==> src/sier_pkg.sv <==
// shared constants and types for the interrupt and error report block
package sier_pkg;
	// register indices; byte address is four times the index
	localparam logic [5:0] IDX_STATUS = 6'h02;
	localparam logic [5:0] IDX_CODE = 6'h04;
	localparam logic [5:0] IDX_STEP = 6'h05;
	localparam logic [5:0] IDX_IRQ_STAT = 6'h06;
	localparam logic [5:0] IDX_IRQ_MASK = 6'h07;
	localparam logic [5:0] IDX_CONTROL = 6'h08;
	// controller_status bit positions
	localparam int ST_PENDING = 0;
	localparam int ST_ATN = 1;
	localparam int ST_DATA_REQ = 2;
	localparam int ST_SUSPEND = 3;
	// sticky interrupt bits
	localparam int IRQ_W = 3;
	localparam int IRQ_REPORT = 0;
	localparam int IRQ_OFFSET = 1;
	localparam int IRQ_TIMEOUT = 2;
	localparam logic [IRQ_W-1:0] IRQ_MASK_RST = 3'h0;
	// control bits
	localparam int CTL_PAUSE = 0;
	// interrupt codes
	localparam logic [7:0] CODE_CDB_MSG = 8'ha8;
	localparam logic [7:0] CODE_ID_CDB_MSG = 8'ha9;
	localparam logic [7:0] CODE_CDB_ATN = 8'haa;
	localparam logic [7:0] CODE_PAUSE_DONE = 8'h67;
	localparam logic [7:0] CODE_OFFSET_ERR = 8'h29;
	// value arbitrary, code not given
	localparam logic [7:0] CODE_HS_TIMEOUT = 8'h2a;
	// value arbitrary, code not given
	localparam logic [7:0] CODE_PHASE_ERR = 8'h2b;
	localparam logic [7:0] STEP_READY = 8'h00;
	// report queue
	localparam int RQ_DEPTH = 4;
	localparam int RQ_AW = 2;
	localparam int RQ_W = 16;
	localparam logic [RQ_AW:0] RQ_FULL = 3'h4;
	// bus answers
	localparam logic [1:0] RESP_OKAY = 2'h0;
	localparam logic [1:0] RESP_SLVERR = 2'h2;
	// operating state of the controller when an event occurs
	typedef enum logic [1:0] {
		OP_DISCRETE,
		OP_USER_PROG,
		OP_AUTO_SEL,
		OP_READY
	} sier_op_e;
endpackage

==> src/sier_report_mem.sv <==
// report queue storage with registered read and write-through bypass
`timescale 1ns/1ps
`default_nettype none
module sier_report_mem (
	// clock
	input wire logic aclk,
	// write port
	input wire logic we,
	input wire logic [sier_pkg::RQ_AW-1:0] waddr,
	input wire logic [sier_pkg::RQ_W-1:0] wdata,
	// read port
	input wire logic [sier_pkg::RQ_AW-1:0] raddr,
	output logic [sier_pkg::RQ_W-1:0] rdata
);
	logic [sier_pkg::RQ_W-1:0] mem [sier_pkg::RQ_DEPTH];

	always_ff @(posedge aclk)
	begin
		if (we)
		begin
			mem[waddr] <= wdata;
		end
	end

	// bypass so an entry pushed into an empty queue shows one cycle later
	always_ff @(posedge aclk)
	begin
		if (we && (waddr == raddr))
		begin
			rdata <= wdata;
		end
		else
		begin
			rdata <= mem[raddr];
		end
	end
endmodule // sier_report_mem
`default_nettype wire

==> src/sier_top.sv <==
// interrupt code, command step and transfer error reporting with an axi4-lite register slave
//
// What this block does
// after selection, identify then command then an attention message gives code a9 in auto response.
// a command taken without attention at selection, followed by an attention condition, gives code aa.
// each report carries a code at index 04 and a step at index 05, and the host reads both.
// in discrete or sequential commands the step holds the command step low with the high nibble zero.
// in user program operation the high nibble counts completed commands, the low nibble the step.
// in auto selection response the high nibble is the sequence type, the low nibble the step.
// reports raised in the ready state carry a step of 00.
// a req/ack handshake timeout suspends the transfer and reports a timeout, in either role.
// an initiator offset error raises atn at once and reports at transfer end or on message out.
// an initiator leaving to a phase other than message out reports offset and phase errors.
// a target offset error suspends the transfer, terminates, then reports the offset error.
// an initiator data-in overrun with the data register full flags offset error and atn without stopping.
// the host detects the overrun when data request or dma_request_line stays low past its wait time.
// on the overrun the host pauses the transfer and services any transfer that resumes.
// after a pause the pause-complete report 67 comes before the offset error report 29.
// command then attention message without identify gives code a8 in auto response.
// code and step stay unchanged from raising until the host has read them.
//
// Decided for this implementation: the AXI4-Lite register port.
`timescale 1ns/1ps
`default_nettype none
module sier_top (
	// clock and reset
	input wire logic aclk,
	input wire logic aresetn,
	// axi4-lite write
	input wire logic [7:0] awaddr,
	input wire logic awvalid,
	output logic awready,
	input wire logic [31:0] wdata,
	input wire logic [3:0] wstrb,
	input wire logic wvalid,
	output logic wready,
	output logic [1:0] bresp,
	output logic bvalid,
	input wire logic bready,
	// axi4-lite read
	input wire logic [7:0] araddr,
	input wire logic arvalid,
	output logic arready,
	output logic [31:0] rdata,
	output logic [1:0] rresp,
	output logic rvalid,
	input wire logic rready,
	// operating state from the sequencer
	input wire sier_pkg::sier_op_e op_state,
	input wire logic [3:0] cmd_step,
	input wire logic [3:0] done_count,
	input wire logic [3:0] resp_type,
	input wire logic data_request,
	// selection response events
	input wire logic sel_start,
	input wire logic sel_atn,
	input wire logic identify_rx,
	input wire logic cdb_rx,
	input wire logic atn_msg_rx,
	input wire logic atn_detect,
	input wire logic ready_event,
	input wire logic [7:0] ready_code,
	// transfer events
	input wire logic is_initiator,
	input wire logic data_phase,
	input wire logic data_in_phase,
	input wire logic hs_timeout,
	input wire logic offset_err,
	input wire logic req_over_offset,
	input wire logic data_reg_full,
	input wire logic xfer_done,
	input wire logic phase_change,
	input wire logic to_msg_out,
	input wire logic terminate_done,
	input wire logic pause_done,
	// outputs to the bus sequencer, and the interrupt to the host
	output logic atn_out,
	output logic suspend_out,
	output logic terminate_start,
	output logic pause_req,
	output logic irq
);
	typedef enum logic [2:0] {
		SRC_NONE,
		SRC_PAUSE,
		SRC_OFFSET,
		SRC_PHASE,
		SRC_TIMEOUT,
		SRC_AUTO,
		SRC_READY
	} sier_src_e;

	logic aw_got_reg, w_got_reg, wr_do, rd_hs, pop, push;
	logic [5:0] aw_idx_reg;
	logic [31:0] w_data_reg;
	logic w_lane0_reg;
	logic [31:0] rd_word;
	logic rd_ok;
	logic [sier_pkg::IRQ_W-1:0] irq_stat_reg, irq_mask_reg, irq_set;
	logic pend_pause_reg, pend_offset_reg, pend_phase_reg, pend_timeout_reg, pend_auto_reg, pend_ready_reg;
	logic [7:0] auto_code_reg, auto_step_reg, ready_code_reg;
	logic identify_seen_reg, cdb_seen_reg, off_active_reg;
	sier_src_e push_src;
	logic [sier_pkg::RQ_W-1:0] push_data, head;
	logic [sier_pkg::RQ_AW-1:0] rd_ptr_reg, wr_ptr_reg, rd_ptr_next;
	logic [sier_pkg::RQ_AW:0] count_reg;
	logic init_off, targ_off, overrun;

	// step by operating state
	function automatic logic [7:0] step_of(input sier_pkg::sier_op_e st, input logic [3:0] step,
		input logic [3:0] cnt, input logic [3:0] rtype);
		logic [7:0] v;
		v = sier_pkg::STEP_READY;
		unique case (st)
			sier_pkg::OP_DISCRETE: v = {4'h0, step};
			sier_pkg::OP_USER_PROG: v = {cnt, step};
			sier_pkg::OP_AUTO_SEL: v = {rtype, step};
			sier_pkg::OP_READY: v = sier_pkg::STEP_READY;
		endcase
		return v;
	endfunction

	// write address and data are taken independently
	always_ff @(posedge aclk)
	begin
		if (!aresetn)
		begin
			awready <= 1'b0;
			aw_got_reg <= 1'b0;
			aw_idx_reg <= 6'h00;
		end
		else if (bvalid && bready)
		begin
			aw_got_reg <= 1'b0;
			awready <= 1'b1;
		end
		else if (awvalid && awready)
		begin
			aw_got_reg <= 1'b1;
			aw_idx_reg <= awaddr[7:2];
			awready <= 1'b0;
		end
		else if (!aw_got_reg && !bvalid)
		begin
			awready <= 1'b1;
		end
	end

	always_ff @(posedge aclk)
	begin
		if (!aresetn)
		begin
			wready <= 1'b0;
			w_got_reg <= 1'b0;
			w_data_reg <= 32'h0;
			w_lane0_reg <= 1'b0;
		end
		else if (bvalid && bready)
		begin
			w_got_reg <= 1'b0;
			wready <= 1'b1;
		end
		else if (wvalid && wready)
		begin
			w_got_reg <= 1'b1;
			w_data_reg <= wdata;
			w_lane0_reg <= wstrb[0];
			wready <= 1'b0;
		end
		else if (!w_got_reg && !bvalid)
		begin
			wready <= 1'b1;
		end
	end

	assign wr_do = aw_got_reg && w_got_reg && !bvalid;

	always_ff @(posedge aclk)
	begin
		if (!aresetn)
		begin
			bvalid <= 1'b0;
			bresp <= sier_pkg::RESP_OKAY;
		end
		else if (wr_do)
		begin
			bvalid <= 1'b1;
			bresp <= (aw_idx_reg == sier_pkg::IDX_IRQ_STAT || aw_idx_reg == sier_pkg::IDX_IRQ_MASK ||
				aw_idx_reg == sier_pkg::IDX_CONTROL) ? sier_pkg::RESP_OKAY : sier_pkg::RESP_SLVERR;
		end
		else if (bready)
		begin
			bvalid <= 1'b0;
		end
	end

	// read mux
	always_comb
	begin
		rd_word = 32'h0;
		rd_ok = 1'b1;
		unique case (araddr[7:2])
			sier_pkg::IDX_STATUS:
			begin
				rd_word[sier_pkg::ST_PENDING] = (count_reg != '0);
				rd_word[sier_pkg::ST_ATN] = atn_out;
				rd_word[sier_pkg::ST_DATA_REQ] = data_request;
				rd_word[sier_pkg::ST_SUSPEND] = suspend_out;
			end
			sier_pkg::IDX_CODE: rd_word[7:0] = (count_reg != '0) ? head[15:8] : 8'h00;
			sier_pkg::IDX_STEP: rd_word[7:0] = (count_reg != '0) ? head[7:0] : 8'h00;
			sier_pkg::IDX_IRQ_STAT: rd_word[sier_pkg::IRQ_W-1:0] = irq_stat_reg;
			sier_pkg::IDX_IRQ_MASK: rd_word[sier_pkg::IRQ_W-1:0] = irq_mask_reg;
			sier_pkg::IDX_CONTROL: rd_word = 32'h0;
			default: rd_ok = 1'b0;
		endcase
	end

	assign rd_hs = arvalid && arready;
	// reading the step retires the report, so the code is read first
	assign pop = rd_hs && (araddr[7:2] == sier_pkg::IDX_STEP) && (count_reg != '0);

	always_ff @(posedge aclk)
	begin
		if (!aresetn)
		begin
			arready <= 1'b0;
			rvalid <= 1'b0;
			rdata <= 32'h0;
			rresp <= sier_pkg::RESP_OKAY;
		end
		else if (rd_hs)
		begin
			arready <= 1'b0;
			rvalid <= 1'b1;
			rdata <= rd_word;
			rresp <= rd_ok ? sier_pkg::RESP_OKAY : sier_pkg::RESP_SLVERR;
		end
		else if (rvalid && rready)
		begin
			rvalid <= 1'b0;
			arready <= 1'b1;
		end
		else if (!rvalid)
		begin
			arready <= 1'b1;
		end
	end

	// selection response tracking
	always_ff @(posedge aclk)
	begin
		if (!aresetn || sel_start)
		begin
			identify_seen_reg <= 1'b0;
			cdb_seen_reg <= 1'b0;
		end
		else
		begin
			if (identify_rx)
				identify_seen_reg <= 1'b1;
			if (cdb_rx)
				cdb_seen_reg <= 1'b1;
		end
	end

	always_ff @(posedge aclk)
	begin
		if (!aresetn)
		begin
			pend_auto_reg <= 1'b0;
			auto_code_reg <= 8'h00;
			auto_step_reg <= 8'h00;
		end
		else if (op_state == sier_pkg::OP_AUTO_SEL && cdb_seen_reg && atn_msg_rx)
		begin
			pend_auto_reg <= 1'b1;
			auto_code_reg <= identify_seen_reg ? sier_pkg::CODE_ID_CDB_MSG : sier_pkg::CODE_CDB_MSG;
			auto_step_reg <= step_of(op_state, cmd_step, done_count, resp_type);
		end
		else if (op_state == sier_pkg::OP_AUTO_SEL && cdb_seen_reg && !sel_atn && atn_detect)
		begin
			pend_auto_reg <= 1'b1;
			auto_code_reg <= sier_pkg::CODE_CDB_ATN;
			auto_step_reg <= step_of(op_state, cmd_step, done_count, resp_type);
		end
		else if (push_src == SRC_AUTO)
		begin
			pend_auto_reg <= 1'b0;
		end
	end

	always_ff @(posedge aclk)
	begin
		if (!aresetn)
		begin
			pend_ready_reg <= 1'b0;
			ready_code_reg <= 8'h00;
		end
		else if (ready_event)
		begin
			pend_ready_reg <= 1'b1;
			ready_code_reg <= ready_code;
		end
		else if (push_src == SRC_READY)
		begin
			pend_ready_reg <= 1'b0;
		end
	end

	// transfer error handling
	assign init_off = is_initiator && data_phase && offset_err;
	assign overrun = is_initiator && data_in_phase && req_over_offset && data_reg_full;
	assign targ_off = !is_initiator && data_phase && offset_err;

	always_ff @(posedge aclk)
	begin
		if (!aresetn)
		begin
			atn_out <= 1'b0;
			off_active_reg <= 1'b0;
		end
		else if (init_off || overrun)
		begin
			atn_out <= 1'b1;
			off_active_reg <= 1'b1;
		end
		else if (off_active_reg && (xfer_done || phase_change))
		begin
			off_active_reg <= 1'b0;
		end
		else if (!off_active_reg && phase_change)
		begin
			atn_out <= 1'b0;
		end
	end

	// overrun keeps running; only timeout, target offset and pause suspend
	always_ff @(posedge aclk)
	begin
		if (!aresetn)
		begin
			suspend_out <= 1'b0;
			terminate_start <= 1'b0;
		end
		else
		begin
			terminate_start <= targ_off;
			if (hs_timeout || targ_off || pause_req)
				suspend_out <= 1'b1;
			else if (sel_start)
				suspend_out <= 1'b0;
		end
	end

	always_ff @(posedge aclk)
	begin
		if (!aresetn)
			pause_req <= 1'b0;
		else
			pause_req <= wr_do && aw_idx_reg == sier_pkg::IDX_CONTROL && w_lane0_reg &&
				w_data_reg[sier_pkg::CTL_PAUSE];
	end

	// pending reports; a new event wins over the clear by push
	always_ff @(posedge aclk)
	begin
		if (!aresetn)
		begin
			pend_pause_reg <= 1'b0;
			pend_offset_reg <= 1'b0;
			pend_phase_reg <= 1'b0;
			pend_timeout_reg <= 1'b0;
		end
		else
		begin
			pend_pause_reg <= pause_done || (pend_pause_reg && push_src != SRC_PAUSE);
			pend_offset_reg <= (off_active_reg && (xfer_done || phase_change)) || (!is_initiator && terminate_done) ||
				(pend_offset_reg && push_src != SRC_OFFSET);
			pend_phase_reg <= (off_active_reg && phase_change && !to_msg_out) ||
				(pend_phase_reg && push_src != SRC_PHASE);
			pend_timeout_reg <= hs_timeout || (pend_timeout_reg && push_src != SRC_TIMEOUT);
		end
	end

	// one report per cycle; pause complete ahead of the offset error
	always_comb
	begin
		push_src = SRC_NONE;
		push_data = '0;
		if (count_reg != sier_pkg::RQ_FULL)
		begin
			if (pend_pause_reg)
			begin
				push_src = SRC_PAUSE;
				push_data = {sier_pkg::CODE_PAUSE_DONE, step_of(op_state, cmd_step, done_count, resp_type)};
			end
			else if (pend_offset_reg)
			begin
				push_src = SRC_OFFSET;
				push_data = {sier_pkg::CODE_OFFSET_ERR, step_of(op_state, cmd_step, done_count, resp_type)};
			end
			else if (pend_phase_reg)
			begin
				push_src = SRC_PHASE;
				push_data = {sier_pkg::CODE_PHASE_ERR, step_of(op_state, cmd_step, done_count, resp_type)};
			end
			else if (pend_timeout_reg)
			begin
				push_src = SRC_TIMEOUT;
				push_data = {sier_pkg::CODE_HS_TIMEOUT, step_of(op_state, cmd_step, done_count, resp_type)};
			end
			else if (pend_auto_reg)
			begin
				push_src = SRC_AUTO;
				push_data = {auto_code_reg, auto_step_reg};
			end
			else if (pend_ready_reg)
			begin
				push_src = SRC_READY;
				push_data = {ready_code_reg, sier_pkg::STEP_READY};
			end
		end
	end

	assign push = (push_src != SRC_NONE);
	assign rd_ptr_next = pop ? rd_ptr_reg + 2'h1 : rd_ptr_reg;

	always_ff @(posedge aclk)
	begin
		if (!aresetn)
		begin
			rd_ptr_reg <= '0;
			wr_ptr_reg <= '0;
			count_reg <= '0;
		end
		else
		begin
			rd_ptr_reg <= rd_ptr_next;
			if (push)
				wr_ptr_reg <= wr_ptr_reg + 2'h1;
			count_reg <= count_reg + {2'h0, push} - {2'h0, pop};
		end
	end

	sier_report_mem u_mem (
		.aclk(aclk),
		.we(push),
		.waddr(wr_ptr_reg),
		.wdata(push_data),
		.raddr(rd_ptr_next),
		.rdata(head)
	);

	// sticky interrupt bits, write one to clear, set wins
	always_comb
	begin
		irq_set = '0;
		irq_set[sier_pkg::IRQ_REPORT] = push;
		irq_set[sier_pkg::IRQ_OFFSET] = (push_src == SRC_OFFSET);
		irq_set[sier_pkg::IRQ_TIMEOUT] = (push_src == SRC_TIMEOUT);
	end

	always_ff @(posedge aclk)
	begin
		if (!aresetn)
		begin
			irq_stat_reg <= '0;
			irq_mask_reg <= sier_pkg::IRQ_MASK_RST;
			irq <= 1'b0;
		end
		else
		begin
			if (wr_do && aw_idx_reg == sier_pkg::IDX_IRQ_STAT && w_lane0_reg)
				irq_stat_reg <= (irq_stat_reg & ~w_data_reg[sier_pkg::IRQ_W-1:0]) | irq_set;
			else
				irq_stat_reg <= irq_stat_reg | irq_set;
			if (wr_do && aw_idx_reg == sier_pkg::IDX_IRQ_MASK && w_lane0_reg)
				irq_mask_reg <= w_data_reg[sier_pkg::IRQ_W-1:0];
			irq <= |(irq_stat_reg & irq_mask_reg);
		end
	end
endmodule // sier_top
`default_nettype wire

==> config.mk <==
export PLATFORM = sky130hd
export DESIGN_NAME = sier_top
export DESIGN_NICKNAME = d
export VERILOG_FILES = /design/src/sier_pkg.sv /design/src/sier_report_mem.sv /design/src/sier_top.sv
export SDC_FILE = /design/constraint.sdc
export NUM_CORES = 1
export LEC_CHECK = 0
export BUFFER_PORTS_ARGS = -buffer_cell sky130_fd_sc_hd__buf_2
export CORE_MARGIN = 2
export CORE_UTILIZATION = 35
export DETAILED_ROUTE_END_ITERATION = 8
export PLACE_DENSITY = 0.61
export SLEW_MARGIN = 5
export SYNTH_ARGS = -nofsm -noshare
export SYNTH_HDL_FRONTEND = slang
export SYNTH_HIERARCHICAL = 1
export SYNTH_SLANG_ARGS = --single-unit
==> constraint.sdc <==
create_clock -name aclk -period 4 [get_ports aclk]
set_clock_uncertainty 0.2 [all_clocks]
set_input_delay 0.4 -clock aclk [delete_from_list [all_inputs] [get_ports aclk]]
set_output_delay 0.4 -clock aclk [all_outputs]
set_load 0.01 [all_outputs]
==> impl_metrics.csv <==
group,metric,value,unit
floorplanning,pin_count,147,
timing,relSlewSlack,36.5,%
pwr,cellPowerDensity,536,mW/mm2
finish,antennaDiodeCount,0,
setup_path,crit_required,4.07,ns
route,drtIter0Drc,289,
clock_network,clkLatencyLatePin,0.41,ns
synth,ys.flop_type,"dfxtp_1",
placement,post_dp_cell_area,0.00651,mm2
synth,synth-async-reset-ratio,0,%
flow_run,maxCapViolCount,0,
finish,n_fill_cell,1614,
synth,ys_warn_count,6,
synth,synth-seq-area-share,56.9,%
placement,port_buffers,84,
finish,fin_area,0.00709,mm2
timing,rsz0062_at_grt,"no",
setup_path,arrival,2.70,ns
timing,worstMarginPinSlew,0.951,ns
worst_hold_path,holdCritStartpoint,"cdb_rx",
pwr,power.total,3.81,mW
route,vias,4187,
synth,syn_area,0.00602,mm2
placement,dp_hpwl,9380,um
finish,largest_reg_flops,64,
finish,area_growth_syn_to_layout,17.9,%
global_routing,antenna_found_initial,0,
global_routing,first_global_vias,4203,
route,first_pass_iters,5,
placement,placed_cells,803,
timing,period_share,65.9,%
route,routed_via_density,5.00,
global_routing,grtUsageTotal,15.1,%
finish,finalNetCount,710,
worst_hold_path,hold_path_depth,3,
setup_path,worst_path_largest_cell_delay,0.44,ns
floorplanning,die_w,135,um
timing,whs,0.0226,ns
setup_path,worstReg2RegStart,"count_reg[2]",
synth,synthMuxAreaShare,11.3,%
timing,final_max_slew_viol_count,0,
setup_path,r2r_slack,1.36,ns
clock_network,path_clk_slew,0.05,ns
synth,ys_types,61,
global_routing,grt_overflow,0,
setup_path,r2r-end,"count_reg[2]",
global_routing,grt_max_degree,54,
clock_network,cts_resized,0,
worst_hold_path,min_to,"cdb_seen_reg",
clock_network,cts-root-buf,"clkbuf_16",
synth,yosys.area_share.simple,14.7,%
timing,timing.final.ws_setup,1.36,ns
synth,synth_edf_count,64,
synth,ys_ff_latch,139,
route,wl,13200,um
synth,synth_area_per_cell,11.5,um2
synth,synth_cells,523,
setup_path,crit_path_frequent_cell,"inv_1",
finish,drive_gt1_share,22.3,%
synth,synth_xor_area_share,0.727,%
timing,fmaxAchievable,379,MHz
timing,period_minus_slack,2.64,ns
clock_network,clock-sinks,139,
route,drtAntennaViolNets,0,
setup_path,cp_top_family,"adder cells",
floorplanning,initial_utilization,36.0,%
setup_path,path_buf_inv,3,
floorplanning,die-area,0.0183,mm2
timing,finalSetupViolations,0,
clock_network,clock_path_buffers,2,
setup_path,worstPathCellList,"or3_1 -> nand4_1 -> inv_1 -> ha_1 -> inv_1 -> ha_1 -> inv_1 -> fa_1 -> xor2_1 -> xnor2_1 -> nor2_1",
synth,synth_top_family_by_area,"simple AND/OR/NAND/NOR gates",
setup_path,r2r_cells,11,
timing,setup-tns-final,0,ns
finish,top_register,"u_mem/mem",
route,avgRoutedWirePerCell,15.7,um
clock_network,cts_max_level,4,
setup_path,path_max_fanout,4,
pwr,p_leak,2.76,nW
floorplanning,rows,47,
setup_path,crit_path_start_kind,"flip-flop",
worst_hold_path,hold_path.class,"in -> reg",
pwr,peakVddDrop,0.340,mV
synth,synth_compound_area_share,9.35,%
global_routing,grt_pass1_wl,21000,um
placement,pre_cts_ws,1.17,ns
setup_path,critPathKind,"reg -> reg",
route,drc,0,
finish,final_util,42.5,%
placement,gp_congestion,0.765,
synth,synth_fa_ha_area_share,0.748,%
floorplanning,core,0.0167,mm2
finish,final_cells,838,
floorplanning,die_y,135,um
setup_path,cp-end-kind,"flip-flop",
outcome,outcome,"completed",
clock_network,cts_tree,"done",
clock_network,numCtsBuffers,17,
timing,hold_violations,0,
setup_path,critPathSlowestCell,"or3_1",
-- layout make-up --
cell class / instances / area (um2) / area share, %
Clock buffer: 28 / 508 / 7.16
Clock inverter: 3 / 40.0 / 0.564
Inverter: 10 / 37.5 / 0.529
Multi-Input combinational cell: 347 / 2330 / 32.8
Sequential cell: 139 / 3420 / 48.3
Tap cell: 220 / 275 / 3.88
Timing Repair Buffer: 91 / 483 / 6.81
-- worst min-delay path, stage by stage --
cell,delay [ns]
buf_2,0.08
nor2_1,0.03
nor2_1,0.08
-- cells in the mapped netlist (9+ instances only) --
cell type / count / share of area, %
dfxtp_1: 75 / 25
edfxtp_1: 64 / 32
nor2_1: 59 / 3.7
a21oi_1: 42 / 3.5
nand2_1: 36 / 2.2
buf_4: 26 / 3.2
mux2i_1: 22 / 3.7
nand3_1: 21 / 1.7
clkbuf_1: 14 / 0.87
o21ai_0: 13 / 1.1
nor3_1: 11 / 0.91
mux4_2: 10 / 3.7
buf_2: 9 / 0.75
inv_1: 9 / 0.56
-- layer usage --
metal  GRT usage, %  up-vias  wire length (um)
met5              0        -                 0
met4           6.54        0               313
met3           4.60       27               806
met2           25.1      131              6380
met1           18.3     2001              5700
li1               -     2028                 -
-- repair_timing --
| item | CTS | global route |
|---|---|---|
| hold endpoints to repair | 4 | 0 |
| hold buffers | 4 | 0 |
| setup buffers | 0 | 0 |
-- worst max path at each step --
stage / cells past startpoint / from / slack (ns) / end
CTS: 11 / count_reg[2] / 1.35 / count_reg[2]
global placement: 12 / araddr[2] / 1.26 / count_reg[2]
finish: 11 / count_reg[2] / 1.36 / count_reg[2]
floorplan: 4 / pend_timeout_reg / 1.14 / u_mem/mem[0][0]
detailed placement: 12 / araddr[2] / 1.17 / count_reg[2]
global route: 3 / pend_auto_reg / 1.23 / u_mem/mem[2][9]
-- power breakdown --
group	total (mW)	internal, mW	switching (mW)
Combinational	0.546	0.226	0.319
Sequential	1.80	1.72	0.0821
Clock	1.46	0.920	0.536
Total	3.81	2.87	0.937
-- cell usage in the layout, fill, tap and decap left out, types with 3 or more instances in the layout --
cell	n
and2_1	4
a22o_1	4
clkbuf_16	18
xnor2_1	4
o21ai_1	3
mux2_2	7
nor2b_1	7
a31oi_1	7
conb_1	26
o211ai_1	5
dlygate4sd3_1	4
nand2b_1	4
inv_1	9
mux4_1	6
nand3_1	21
nand2_1	36
nand4_1	4
edfxtp_1	64
o21ai_0	13
mux2i_1	22
buf_4	3
a21oi_1	42
and3_1	4
buf_2	84
and3b_1	3
mux4_2	10
nand3b_1	5
clkbuf_1	8
nor3_1	11
dfxtp_1	75
nor2_1	59
-- cell families (layout without fill, tap and decap cells) --
kind of cell | count (synthesis) | count (layout)
simple gates | 175 | 175
other cells | 1 | 26
compound gates | 93 | 93
buf+inv | 62 | 132
fa+ha+maj | 3 | 3
xor+xnor | 5 | 5
flops | 139 | 139
mux | 45 | 45
No activity file was read; power rests on OpenSTA's default activity.
